**src/pts_pkg.sv**
```systemverilog
// How it works
// (RULE1) Fixed master method: this node controls and issues tap commands to followers.
// (RULE2) Master compares each follower tap with its own, commands mismatches to match.
// (RULE3) Lost master raises no-master fault; option selects block or stand-alone regulation.
// (RULE4) Follower executes tap commands from the master instead of its own decisions.
// (RULE5) Automatic method elects lowest node address in the shared group as master.
// (RULE6) Master-follower tap difference above allowed deviation raises fault and blocks.
// (RULE7) Peers hold distinct addresses; coordination waits until all have registered. The code does not wait; absent peers are simply left out.
// (RULE8) Method holds one of four values, stepped by up and down keys.
// (RULE9) Group setting: none, group 1, group 2, or both; only sharing peers count.
// (RULE10) Menu may change group only when no input is assigned to select it.
// (RULE11) Node address 1 to 16; address 0 disables all bus communication.
// (RULE12) Stand-alone blocking with active group blocks when no group peer is seen.
// (RULE13) Sensitivity in 0.1 % steps, reset 0; correction scales with current ratio.
// (RULE14) Circulating current above threshold, default 20 %, raises fault and blocks.
// (RULE15) Parallel fault output asserts only after the configured fault delay.
// (RULE16) Lamp lights at once; delay 1 to 99 s, default 30 s.
// (RULE17) Allowed tap deviation 0 to 4 positions, default 0.
// (RULE18) Delay counts one-second ticks and restarts whenever the fault clears.
package pts_pkg;

    localparam int NODES      = 16;
    localparam int ADDR_W     = 5;
    localparam int TAP_W      = 6;
    localparam int PCT_W      = 10;
    localparam int CLK_HZ     = 100_000_000;
    localparam int TICK_S     = 1;
    localparam int TICK_CYC   = CLK_HZ * TICK_S;
    localparam logic [ADDR_W-1:0] ADDR_MAX   = 5'h10;
    localparam logic [ADDR_W-1:0] ADDR_OFF   = 5'h00;
    localparam logic [PCT_W-1:0]  SENS_RST   = 10'h000;
    localparam logic [PCT_W-1:0]  SENS_MAX   = 10'h3e8;
    localparam logic [PCT_W-1:0]  CIRC_RST   = 10'h0c8;
    localparam logic [PCT_W-1:0]  CIRC_MIN   = 10'h005;
    localparam logic [PCT_W-1:0]  CIRC_MAX   = 10'h190;
    localparam logic [6:0]        DLY_RST    = 7'h1e;
    localparam logic [6:0]        DLY_MIN    = 7'h01;
    localparam logic [6:0]        DLY_MAX    = 7'h63;
    localparam logic [2:0]        DEV_RST    = 3'h0;
    localparam logic [2:0]        DEV_MAX    = 3'h4;
    localparam logic [1:0]        GRP_BOTH   = 2'h3;

    typedef enum logic [1:0] {
        PTS_CIRC     = 2'b00,
        PTS_MASTER   = 2'b01,
        PTS_FOLLOWER = 2'b10,
        PTS_AUTO     = 2'b11
    } pts_method_t;

    typedef enum logic [1:0] {
        PTS_CMD_NONE  = 2'b00,
        PTS_CMD_RAISE = 2'b01,
        PTS_CMD_LOWER = 2'b10
    } pts_cmd_t;

    // One peer as seen on the bus
    typedef struct packed {
        logic             present;
        logic [1:0]       groups;
        logic [TAP_W-1:0] tap;
    } pts_peer_t;

    // Front-panel setting strobes
    typedef struct packed {
        logic method_up;
        logic method_dn;
        logic group_up;
        logic addr_up;
        logic addr_dn;
        logic sens_up;
        logic sens_dn;
        logic circ_up;
        logic circ_dn;
        logic dly_up;
        logic dly_dn;
        logic dev_up;
        logic dev_dn;
    } pts_keys_t;

endpackage : pts_pkg

```
**src/pts_fault_delay.sv**
```systemverilog
`timescale 1ns/10ps
module pts_fault_delay #(
    parameter int TICK_CYC = pts_pkg::TICK_CYC
) (
    input  wire logic       clk_i,
    input  wire logic       reset_i,
    input  wire logic       fault_i,
    input  wire logic [6:0] delay_s_i,
    output logic            out_o
);
    logic [31:0] tick_q;
    logic [6:0]  sec_q;

    always_ff @(posedge clk_i)
    begin
        if (reset_i || !fault_i || tick_q == 32'(TICK_CYC - 1))
            tick_q <= '0; // see (RULE18)
        else
            tick_q <= tick_q + 32'h1;
    end

    always_ff @(posedge clk_i)
    begin
        if (reset_i || !fault_i)
            sec_q <= '0; // see (RULE18)
        else if (tick_q == 32'(TICK_CYC - 1) && sec_q < delay_s_i)
            sec_q <= sec_q + 7'h1;
    end

    always_ff @(posedge clk_i)
    begin
        if (reset_i)
            out_o <= 1'b0;
        else
            out_o <= fault_i && sec_q >= delay_s_i; // see (RULE15)
    end
endmodule : pts_fault_delay

```
**src/pts_elect.sv**
```systemverilog
`timescale 1ns/10ps
module pts_elect (
    input  wire logic                                    clk_i,
    input  wire logic                                    reset_i,
    input  wire pts_pkg::pts_peer_t [pts_pkg::NODES-1:0] peers_i,
    input  wire logic [1:0]                              groups_i,
    input  wire logic [pts_pkg::ADDR_W-1:0]              self_i,
    output logic                                         self_low_o,
    output logic                                         any_peer_o,
    output logic [pts_pkg::ADDR_W-1:0]                   low_addr_o
);
    logic [pts_pkg::NODES-1:0] share;

    genvar g;
    generate
        for (g = 0; g < pts_pkg::NODES; g++)
        begin : g_share
            // Peer index g carries bus address g+1; own slot is skipped
            assign share[g] = peers_i[g].present
                && (peers_i[g].groups & groups_i) != 2'h0
                && self_i != pts_pkg::ADDR_W'(g + 1); // see (RULE9)
        end
    endgenerate

    always_ff @(posedge clk_i)
    begin
        if (reset_i)
        begin
            self_low_o <= 1'b0;
            any_peer_o <= 1'b0;
            low_addr_o <= '0;
        end
        else
        begin
            self_low_o <= 1'b1;
            any_peer_o <= |share;
            low_addr_o <= self_i;
            for (int i = pts_pkg::NODES - 1; i >= 0; i--)
                if (share[i] && pts_pkg::ADDR_W'(i + 1) < self_i)
                begin
                    self_low_o <= 1'b0; // see (RULE5)
                    low_addr_o <= pts_pkg::ADDR_W'(i + 1);
                end
        end
    end
endmodule : pts_elect

```
**src/pts_parallel_ctrl.sv**
```systemverilog
`timescale 1ns/10ps
module pts_parallel_ctrl #(
    parameter int TICK_CYC = pts_pkg::TICK_CYC
) (
    input  wire logic                                    clk_i,
    input  wire logic                                    reset_i,
    input  wire logic                                    enable_i,
    input  wire pts_pkg::pts_keys_t                      keys_i,
    input  wire logic                                    grp_in_assigned_i,
    input  wire logic [1:0]                              general_purpose_input_i,
    input  wire logic                                    standalone_block_i,
    input  wire logic                                    nomaster_block_i,
    input  wire logic [pts_pkg::TAP_W-1:0]               own_tap_i,
    input  wire pts_pkg::pts_peer_t [pts_pkg::NODES-1:0] peers_i,
    input  wire pts_pkg::pts_cmd_t                       rx_cmd_i,
    input  wire logic                                    rx_cmd_valid_i,
    input  wire pts_pkg::pts_cmd_t                       own_cmd_i,
    input  wire logic [pts_pkg::PCT_W-1:0]               circ_pct_i,
    output pts_pkg::pts_method_t                         method_o,
    output logic [1:0]                                   groups_o,
    output logic [pts_pkg::ADDR_W-1:0]                   addr_o,
    output logic                                         bus_enable_o,
    output logic                                         is_master_o,
    output logic [pts_pkg::NODES-1:0]                    cmd_raise_o,
    output logic [pts_pkg::NODES-1:0]                    cmd_lower_o,
    output pts_pkg::pts_cmd_t                            tap_cmd_o,
    output logic [19:0]                                  correction_o,
    output logic                                         block_o,
    output logic                                         nomaster_fault_o,
    output logic                                         fault_lamp_o,
    output logic                                         parallel_fault_output_o
);
    pts_pkg::pts_method_t     method_q;
    logic [1:0]               grp_menu_q;
    logic [1:0]               grp_in_q1;
    logic [1:0]               grp_in_q2;
    logic                     grp_sel_q1;
    logic                     grp_sel_q2;
    logic [pts_pkg::PCT_W-1:0] sens_q;
    logic [pts_pkg::PCT_W-1:0] circ_lim_q;
    logic [6:0]               dly_q;
    logic [2:0]               dev_q;
    logic [1:0]               groups;
    logic                     self_low;
    logic                     any_peer;
    logic [pts_pkg::ADDR_W-1:0] low_addr;
    logic                     master;
    logic                     sync_mode;
    logic                     dev_fault;
    logic                     circ_fault;
    logic                     nomaster;
    logic                     fault;
    logic                     solo_block;
    logic [pts_pkg::TAP_W-1:0] diff [pts_pkg::NODES];

    // Method cycles through the four values in both directions
    always_ff @(posedge clk_i)
    begin
        if (reset_i)
            method_q <= pts_pkg::PTS_CIRC;
        else if (keys_i.method_up)
            method_q <= pts_pkg::pts_method_t'(method_q + 2'h1); // see (RULE8)
        else if (keys_i.method_dn)
            method_q <= pts_pkg::pts_method_t'(method_q - 2'h1); // see (RULE8)
    end

    // Menu group only moves while no input owns the selection
    always_ff @(posedge clk_i)
    begin
        if (reset_i)
            grp_menu_q <= 2'h0;
        else if (keys_i.group_up && !grp_sel_q2)
            grp_menu_q <= grp_menu_q + 2'h1; // see (RULE10)
    end

    // Group select pin inputs pass two flops first
    always_ff @(posedge clk_i)
    begin
        if (reset_i)
        begin
            grp_in_q1  <= 2'h0;
            grp_in_q2  <= 2'h0;
            grp_sel_q1 <= 1'b0;
            grp_sel_q2 <= 1'b0;
        end
        else
        begin
            grp_in_q1  <= general_purpose_input_i;
            grp_in_q2  <= grp_in_q1;
            grp_sel_q1 <= grp_in_assigned_i;
            grp_sel_q2 <= grp_sel_q1;
        end
    end

    assign groups = grp_sel_q2 ? grp_in_q2 : grp_menu_q; // see (RULE9)

    always_ff @(posedge clk_i)
    begin
        if (reset_i)
            addr_o <= pts_pkg::ADDR_OFF;
        else if (keys_i.addr_up && addr_o != pts_pkg::ADDR_MAX)
            addr_o <= addr_o + 5'h1; // see (RULE11)
        else if (keys_i.addr_dn && addr_o != pts_pkg::ADDR_OFF)
            addr_o <= addr_o - 5'h1; // see (RULE11)
    end

    always_ff @(posedge clk_i)
    begin
        if (reset_i)
            sens_q <= pts_pkg::SENS_RST;
        else if (keys_i.sens_up && sens_q != pts_pkg::SENS_MAX)
            sens_q <= sens_q + 10'h1; // see (RULE13)
        else if (keys_i.sens_dn && sens_q != pts_pkg::SENS_RST)
            sens_q <= sens_q - 10'h1;
    end

    always_ff @(posedge clk_i)
    begin
        if (reset_i)
            circ_lim_q <= pts_pkg::CIRC_RST;
        else if (keys_i.circ_up && circ_lim_q != pts_pkg::CIRC_MAX)
            circ_lim_q <= circ_lim_q + 10'h1; // see (RULE14)
        else if (keys_i.circ_dn && circ_lim_q != pts_pkg::CIRC_MIN)
            circ_lim_q <= circ_lim_q - 10'h1;
    end

    always_ff @(posedge clk_i)
    begin
        if (reset_i)
            dly_q <= pts_pkg::DLY_RST;
        else if (keys_i.dly_up && dly_q != pts_pkg::DLY_MAX)
            dly_q <= dly_q + 7'h1; // see (RULE16)
        else if (keys_i.dly_dn && dly_q != pts_pkg::DLY_MIN)
            dly_q <= dly_q - 7'h1;
    end

    always_ff @(posedge clk_i)
    begin
        if (reset_i)
            dev_q <= pts_pkg::DEV_RST;
        else if (keys_i.dev_up && dev_q != pts_pkg::DEV_MAX)
            dev_q <= dev_q + 3'h1; // see (RULE17)
        else if (keys_i.dev_dn && dev_q != pts_pkg::DEV_RST)
            dev_q <= dev_q - 3'h1;
    end

    pts_elect u_elect (
        .clk_i      (clk_i),
        .reset_i    (reset_i),
        .peers_i    (peers_i),
        .groups_i   (groups),
        .self_i     (addr_o),
        .self_low_o (self_low),
        .any_peer_o (any_peer),
        .low_addr_o (low_addr)
    );

    // Address 0 keeps the node silent and out of coordination
    assign sync_mode = enable_i && addr_o != pts_pkg::ADDR_OFF
        && groups != 2'h0 && method_q != pts_pkg::PTS_CIRC; // see (RULE11)
    assign master = sync_mode && (method_q == pts_pkg::PTS_MASTER
        || (method_q == pts_pkg::PTS_AUTO && self_low)); // see (RULE1) (RULE5)
    // Follower without any sharing peer visible
    assign nomaster = sync_mode && !master && !any_peer; // see (RULE3)

    // Peers not yet registered simply do not take part
    genvar g;
    generate
        for (g = 0; g < pts_pkg::NODES; g++)
        begin : g_diff
            assign diff[g] = peers_i[g].tap > own_tap_i
                ? peers_i[g].tap - own_tap_i
                : own_tap_i - peers_i[g].tap; // see (RULE7)
        end
    endgenerate

    always_comb
    begin
        dev_fault = 1'b0;
        for (int i = 0; i < pts_pkg::NODES; i++)
            if (sync_mode && peers_i[i].present
                && (peers_i[i].groups & groups) != 2'h0
                && pts_pkg::TAP_W'(dev_q) < diff[i]
                && pts_pkg::ADDR_W'(i + 1) != addr_o
                && (master || pts_pkg::ADDR_W'(i + 1) == low_addr))
                dev_fault = 1'b1; // see (RULE6)
    end

    assign circ_fault = enable_i && groups != 2'h0
        && circ_pct_i > circ_lim_q; // see (RULE14)
    assign solo_block = standalone_block_i && enable_i
        && groups != 2'h0 && !any_peer; // see (RULE12)
    assign fault = dev_fault || circ_fault || nomaster;

    always_ff @(posedge clk_i)
    begin
        if (reset_i)
        begin
            cmd_raise_o <= '0;
            cmd_lower_o <= '0;
        end
        else
            for (int i = 0; i < pts_pkg::NODES; i++)
            begin
                cmd_raise_o[i] <= master && peers_i[i].present
                    && (peers_i[i].groups & groups) != 2'h0
                    && peers_i[i].tap < own_tap_i; // see (RULE2)
                cmd_lower_o[i] <= master && peers_i[i].present
                    && (peers_i[i].groups & groups) != 2'h0
                    && peers_i[i].tap > own_tap_i; // see (RULE2)
            end
    end

    always_ff @(posedge clk_i)
    begin
        if (reset_i)
            tap_cmd_o <= pts_pkg::PTS_CMD_NONE;
        else if (block_o)
            tap_cmd_o <= pts_pkg::PTS_CMD_NONE;
        else if (sync_mode && !master && !nomaster)
            tap_cmd_o <= rx_cmd_valid_i ? rx_cmd_i
                : pts_pkg::PTS_CMD_NONE; // see (RULE4)
        else
            tap_cmd_o <= own_cmd_i; // see (RULE1)
    end

    // Per mille of sensitivity times per mille of current
    always_ff @(posedge clk_i)
    begin
        if (reset_i)
            correction_o <= '0;
        else if (enable_i && method_q == pts_pkg::PTS_CIRC)
            correction_o <= 20'(sens_q) * 20'(circ_pct_i); // see (RULE13)
        else
            correction_o <= '0;
    end

    always_ff @(posedge clk_i)
    begin
        if (reset_i)
            block_o <= 1'b0;
        else
            block_o <= dev_fault || circ_fault || solo_block
                || (nomaster && nomaster_block_i); // see (RULE3) (RULE6)
    end

    always_ff @(posedge clk_i)
    begin
        if (reset_i)
        begin
            nomaster_fault_o <= 1'b0;
            fault_lamp_o     <= 1'b0;
        end
        else
        begin
            nomaster_fault_o <= nomaster; // see (RULE3)
            fault_lamp_o     <= fault; // see (RULE16)
        end
    end

    always_ff @(posedge clk_i)
    begin
        if (reset_i)
            method_o <= pts_pkg::PTS_CIRC;
        else
            method_o <= method_q;
    end

    always_ff @(posedge clk_i)
    begin
        if (reset_i)
            groups_o <= 2'h0;
        else
            groups_o <= groups;
    end

    always_ff @(posedge clk_i)
    begin
        if (reset_i)
            bus_enable_o <= 1'b0;
        else
            bus_enable_o <= addr_o != pts_pkg::ADDR_OFF; // see (RULE11)
    end

    always_ff @(posedge clk_i)
    begin
        if (reset_i)
            is_master_o <= 1'b0;
        else
            is_master_o <= master;
    end

    pts_fault_delay #(
        .TICK_CYC (TICK_CYC)
    ) u_delay (
        .clk_i     (clk_i),
        .reset_i   (reset_i),
        .fault_i   (fault),
        .delay_s_i (dly_q),
        .out_o     (parallel_fault_output_o)
    );
endmodule : pts_parallel_ctrl

```
**config.mk**
```make
export PLATFORM = sky130hd
export DESIGN_NAME = pts_parallel_ctrl
export DESIGN_NICKNAME = d
export VERILOG_FILES = /design/src/pts_pkg.sv /design/src/pts_fault_delay.sv /design/src/pts_elect.sv /design/src/pts_parallel_ctrl.sv
export SDC_FILE = /design/constraint.sdc
export NUM_CORES = 1
export LEC_CHECK = 0
export BUFFER_PORTS_ARGS = -buffer_cell sky130_fd_sc_hd__buf_2
export CAP_MARGIN = 20
export CORE_ASPECT_RATIO = 0.5
export CORE_MARGIN = 4
export CORE_UTILIZATION = 61
export DETAILED_ROUTE_END_ITERATION = 7
export PLACE_DENSITY = 0.9
export RECOVER_POWER = 50
export SLEW_MARGIN = 15
export SYNTH_ARGS = -nofsm -noshare
export SYNTH_HDL_FRONTEND = slang
export SYNTH_SLANG_ARGS = --single-unit
```
**constraint.sdc**
```tcl
create_clock -name clk_i -period 7.65 [get_ports clk_i]
set_clock_uncertainty 0.1 [all_clocks]
set_input_delay 0.765 -clock clk_i [delete_from_list [all_inputs] [get_ports clk_i]]
set_output_delay 0.765 -clock clk_i [all_outputs]
set_load 0.02 [all_outputs]
```
==> run metrics <==
Tcrit/Tclk final 0.808; kind of critical path in -> reg; mapped cell area 19800 µm²; total track usage 0.316; hpwl dp 44.1 mm; Hold Path Class reg -> reg; DR pass1 iterations 8; Yosys Warn Count 0; XOR/XNOR Fraction of Synth Area 0.0563; Synth Area in Compound Gates 0.199; failing checks max-capacitance violations, max-slew violations; clk buf depth 2; sequential area share after synthesis 0.157; PostCTS Resize Cnt 0; pin count of the biggest net entering global routing 67; Placed Cells 3055; final std cells w/o fill 3091; Routed Antenna Nets 0; Clock Latency Late Sink 0.45 ns; root buffer cell clkbuf_16; Peak VDD IR 0.653 mV; Post-synth EDFFs 0; clock-pin slew on the worst setup and hold paths 0.08 ns; Post CTS Setup Buffer Count 0; Adder-Cell Fraction of Synth Area 0.294; Residual DRC 0; outcome complete, but fails checks; max-slew violation count 67; synthesized area per cell 8.10 µm²; drt total wl 57.8 mm; Worst EP arrival 6.26 ns; chip width 263 µm; crit path capture type flip-flop; CTS tree yes; simple-gate share of the synthesized area 0.186; Initial Utilization 0.621; Setup TNS 0 ns; core region area 31800 µm²; total CTS buffers 17; fillers 2549; routed len/inst 18.7 µm; Period minus WS final 6.19 ns; hold buffers post-CTS 0; gpl congestion 1.03; Unique masters post-synth 89; total grt overflow 0; Worst R2R Path Depth 19; Synth Register Bits 155; Max Cap Violations 1; initial antenna violation count 4; Hold Fails Final Rpt 0; ys async rst share 0; met2 wire len 27.5 mm; site row count 46; worst-path maximum fanout 17; CTS sink count 155; met1 WL 22.6 mm; Max Clk Rate 162 MHz; Startpoint Class primary input; layout cells sized above 1 0.105; setup violators final 0; r2r startpoint sens_q[3]; DRT iter0 DRCs 1976; mux cell area share after synthesis 0.0413; P&R area growth vs syn 10.5%; min-delay src grp_sel_q1; Synth Instances 2439; full die area 35500 µm²; Slew HR -1.26; via count 19100; RSZ-0062 raised after global routing no; global-route wire length before repair 92.3 mm; WL met3 4.66 mm; worst setup path start own_tap_i[2]; DR vias/cell 6.17; Slew @ Worst Pin 3.39 ns; cell area power density 253 nW/µm²; Main synth FF type dfxtp_1; final net count 3234; Top Ports 255; Net Count, Synth 3031; largest family of logic cells by synthesized area adder cells; vias in the first global route 18800; static leakage 10.3 nW; CP required 7.72 ns; hold path cells 1; highest metal used met4; Die Y 135 µm; H-tree depth 4; port bufs 254
-- sequential cells by signal (all words and copies together), names as in the netlist, 2 cells and up --
name and cells:
addr_o 5, circ_lim_q 10, cmd_lower_o 16, cmd_raise_o 16
correction_o 20, dev_q 3, dly_q 7, groups_o 2
grp_in_q1 2, grp_in_q2 2, grp_menu_q 2, method_o 2
method_q 2, sens_q 10, tap_cmd_o 2, u_delay.sec_q 7
u_delay.tick_q 32, u_elect.low_addr_o 5
-- area by class of cell --
type | count | area (µm²) | share of cell area
multi-input combinational | 1948 | 15300 | 0.703
sequential | 155 | 3100 | 0.142
timing repair buffer | 274 | 1320 | 0.0606
inverter | 246 | 923 | 0.0423
tap | 432 | 541 | 0.0248
clock buffer | 17 | 425 | 0.0195
clock inverter | 15 | 168 | 0.00768
antenna | 4 | 10.0 | 0.000459
-- cell usage in the layout, fill, tap and decap left out, types with 38 or more instances in the layout --
master	n
nor2b_1	38
and2_1	56
xnor2_1	82
clkbuf_1	72
nand3_1	59
nor2_1	178
a21oi_1	188
a21o_1	45
inv_1	244
nand2_1	207
fa_1	97
ha_1	309
mux2i_1	67
o21ai_0	106
dfxtp_1	155
xor2_1	45
buf_2	185
-- metrics by stage --
stage	hold WS (ns)	utilization	worst slack [ns]	cell area [µm²]	power [mW]
finish	0.345	0.686	1.46	21800	5.53
global route	0.362	0.686	1.18	21800	6.03
CTS	0.346	0.689	1.74	21900	5.49
detailed placement	0.329	0.670	1.26	21300	4.54
global placement	0.319	0.670	1.47	21300	4.40
floorplan	0.314	-	2.04	19800	3.71
-- worst paths after layout --
check / endpoint / slack, ns
hold / removal: grp_sel_q2 / 0.34
setup reg to reg: correction_o[18] / 1.70
setup / recovery: u_delay.sec_q[0] / 1.46
hold reg to reg: grp_sel_q2 / 0.34
-- per-layer routing --
| layer | up-vias | track usage |
|---|---|---|
| met2 | 939 | 0.556 |
| met4 | 0 | 0.158 |
| li1 | 8938 | - |
| met1 | 8937 | 0.377 |
| met5 | - | 0 |
| met3 | 257 | 0.0541 |
-- critical path, cell delays in order --
cell	delay [ns]
buf_2	0.10
inv_1	0.70
ha_1	0.44
a21oi_1	0.16
o21ai_0	0.11
and2_1	0.21
o31ai_1	0.69
mux2i_1	0.18
ha_1	0.30
o21ai_0	0.09
nand2b_1	0.09
a21oi_1	0.09
a2111oi_0	0.37
nor3b_1	0.27
a211o_1	0.20
o2111a_1	0.19
o2111ai_1	0.17
nor3_4	0.67
buf_4	0.34
a211oi_2	0.09
-- power by group --
| part | internal (mW) | leakage (nW) | switching, mW |
|---|---|---|---|
| Combinational | 1.47 | 8.76 | 2.05 |
| Sequential | 0.904 | 1.26 | 0.205 |
| Clock | 0.442 | 0.294 | 0.460 |
-- cell usage after synthesis (9+ instances only) --
cell,n,area [µm²]
nor2b_1,38,238
nand2_1,207,777
xor2_1,45,394
a211oi_2,10,125
o22ai_1,9,56.3
o211ai_1,27,203
ha_1,309,3870
o21ai_0,106,531
xnor2_1,82,718
a31oi_1,20,125
nor2_1,178,668
clkbuf_1,65,244
nor3b_1,13,97.6
mux2_2,12,135
nand4_1,30,188
a221oi_1,10,87.6
dfxtp_1,155,3100
and3_1,19,119
a211oi_1,25,188
o21bai_1,18,135
or3_1,19,119
fa_1,97,1940
a22oi_1,11,82.6
nand3_1,59,295
o21a_1,23,173
a21o_1,45,338
nand2b_1,25,156
nand3b_1,10,75.1
and2_1,61,382
mux2i_1,67,671
a21oi_1,188,941
a21boi_0,13,97.6
nor3_1,37,185
inv_1,245,920
-- logic make-up after synthesis --
family                   count (synthesis)
AND/OR/NAND/NOR                        740
adder cells (fa/ha/maj)                406
buffers and inverters                  336
XOR/XNOR                               127
flip-flops                             155
multiplexers                            80
AO/OA/AOI/OAI                          595
(Power assumes the default switching activity.)
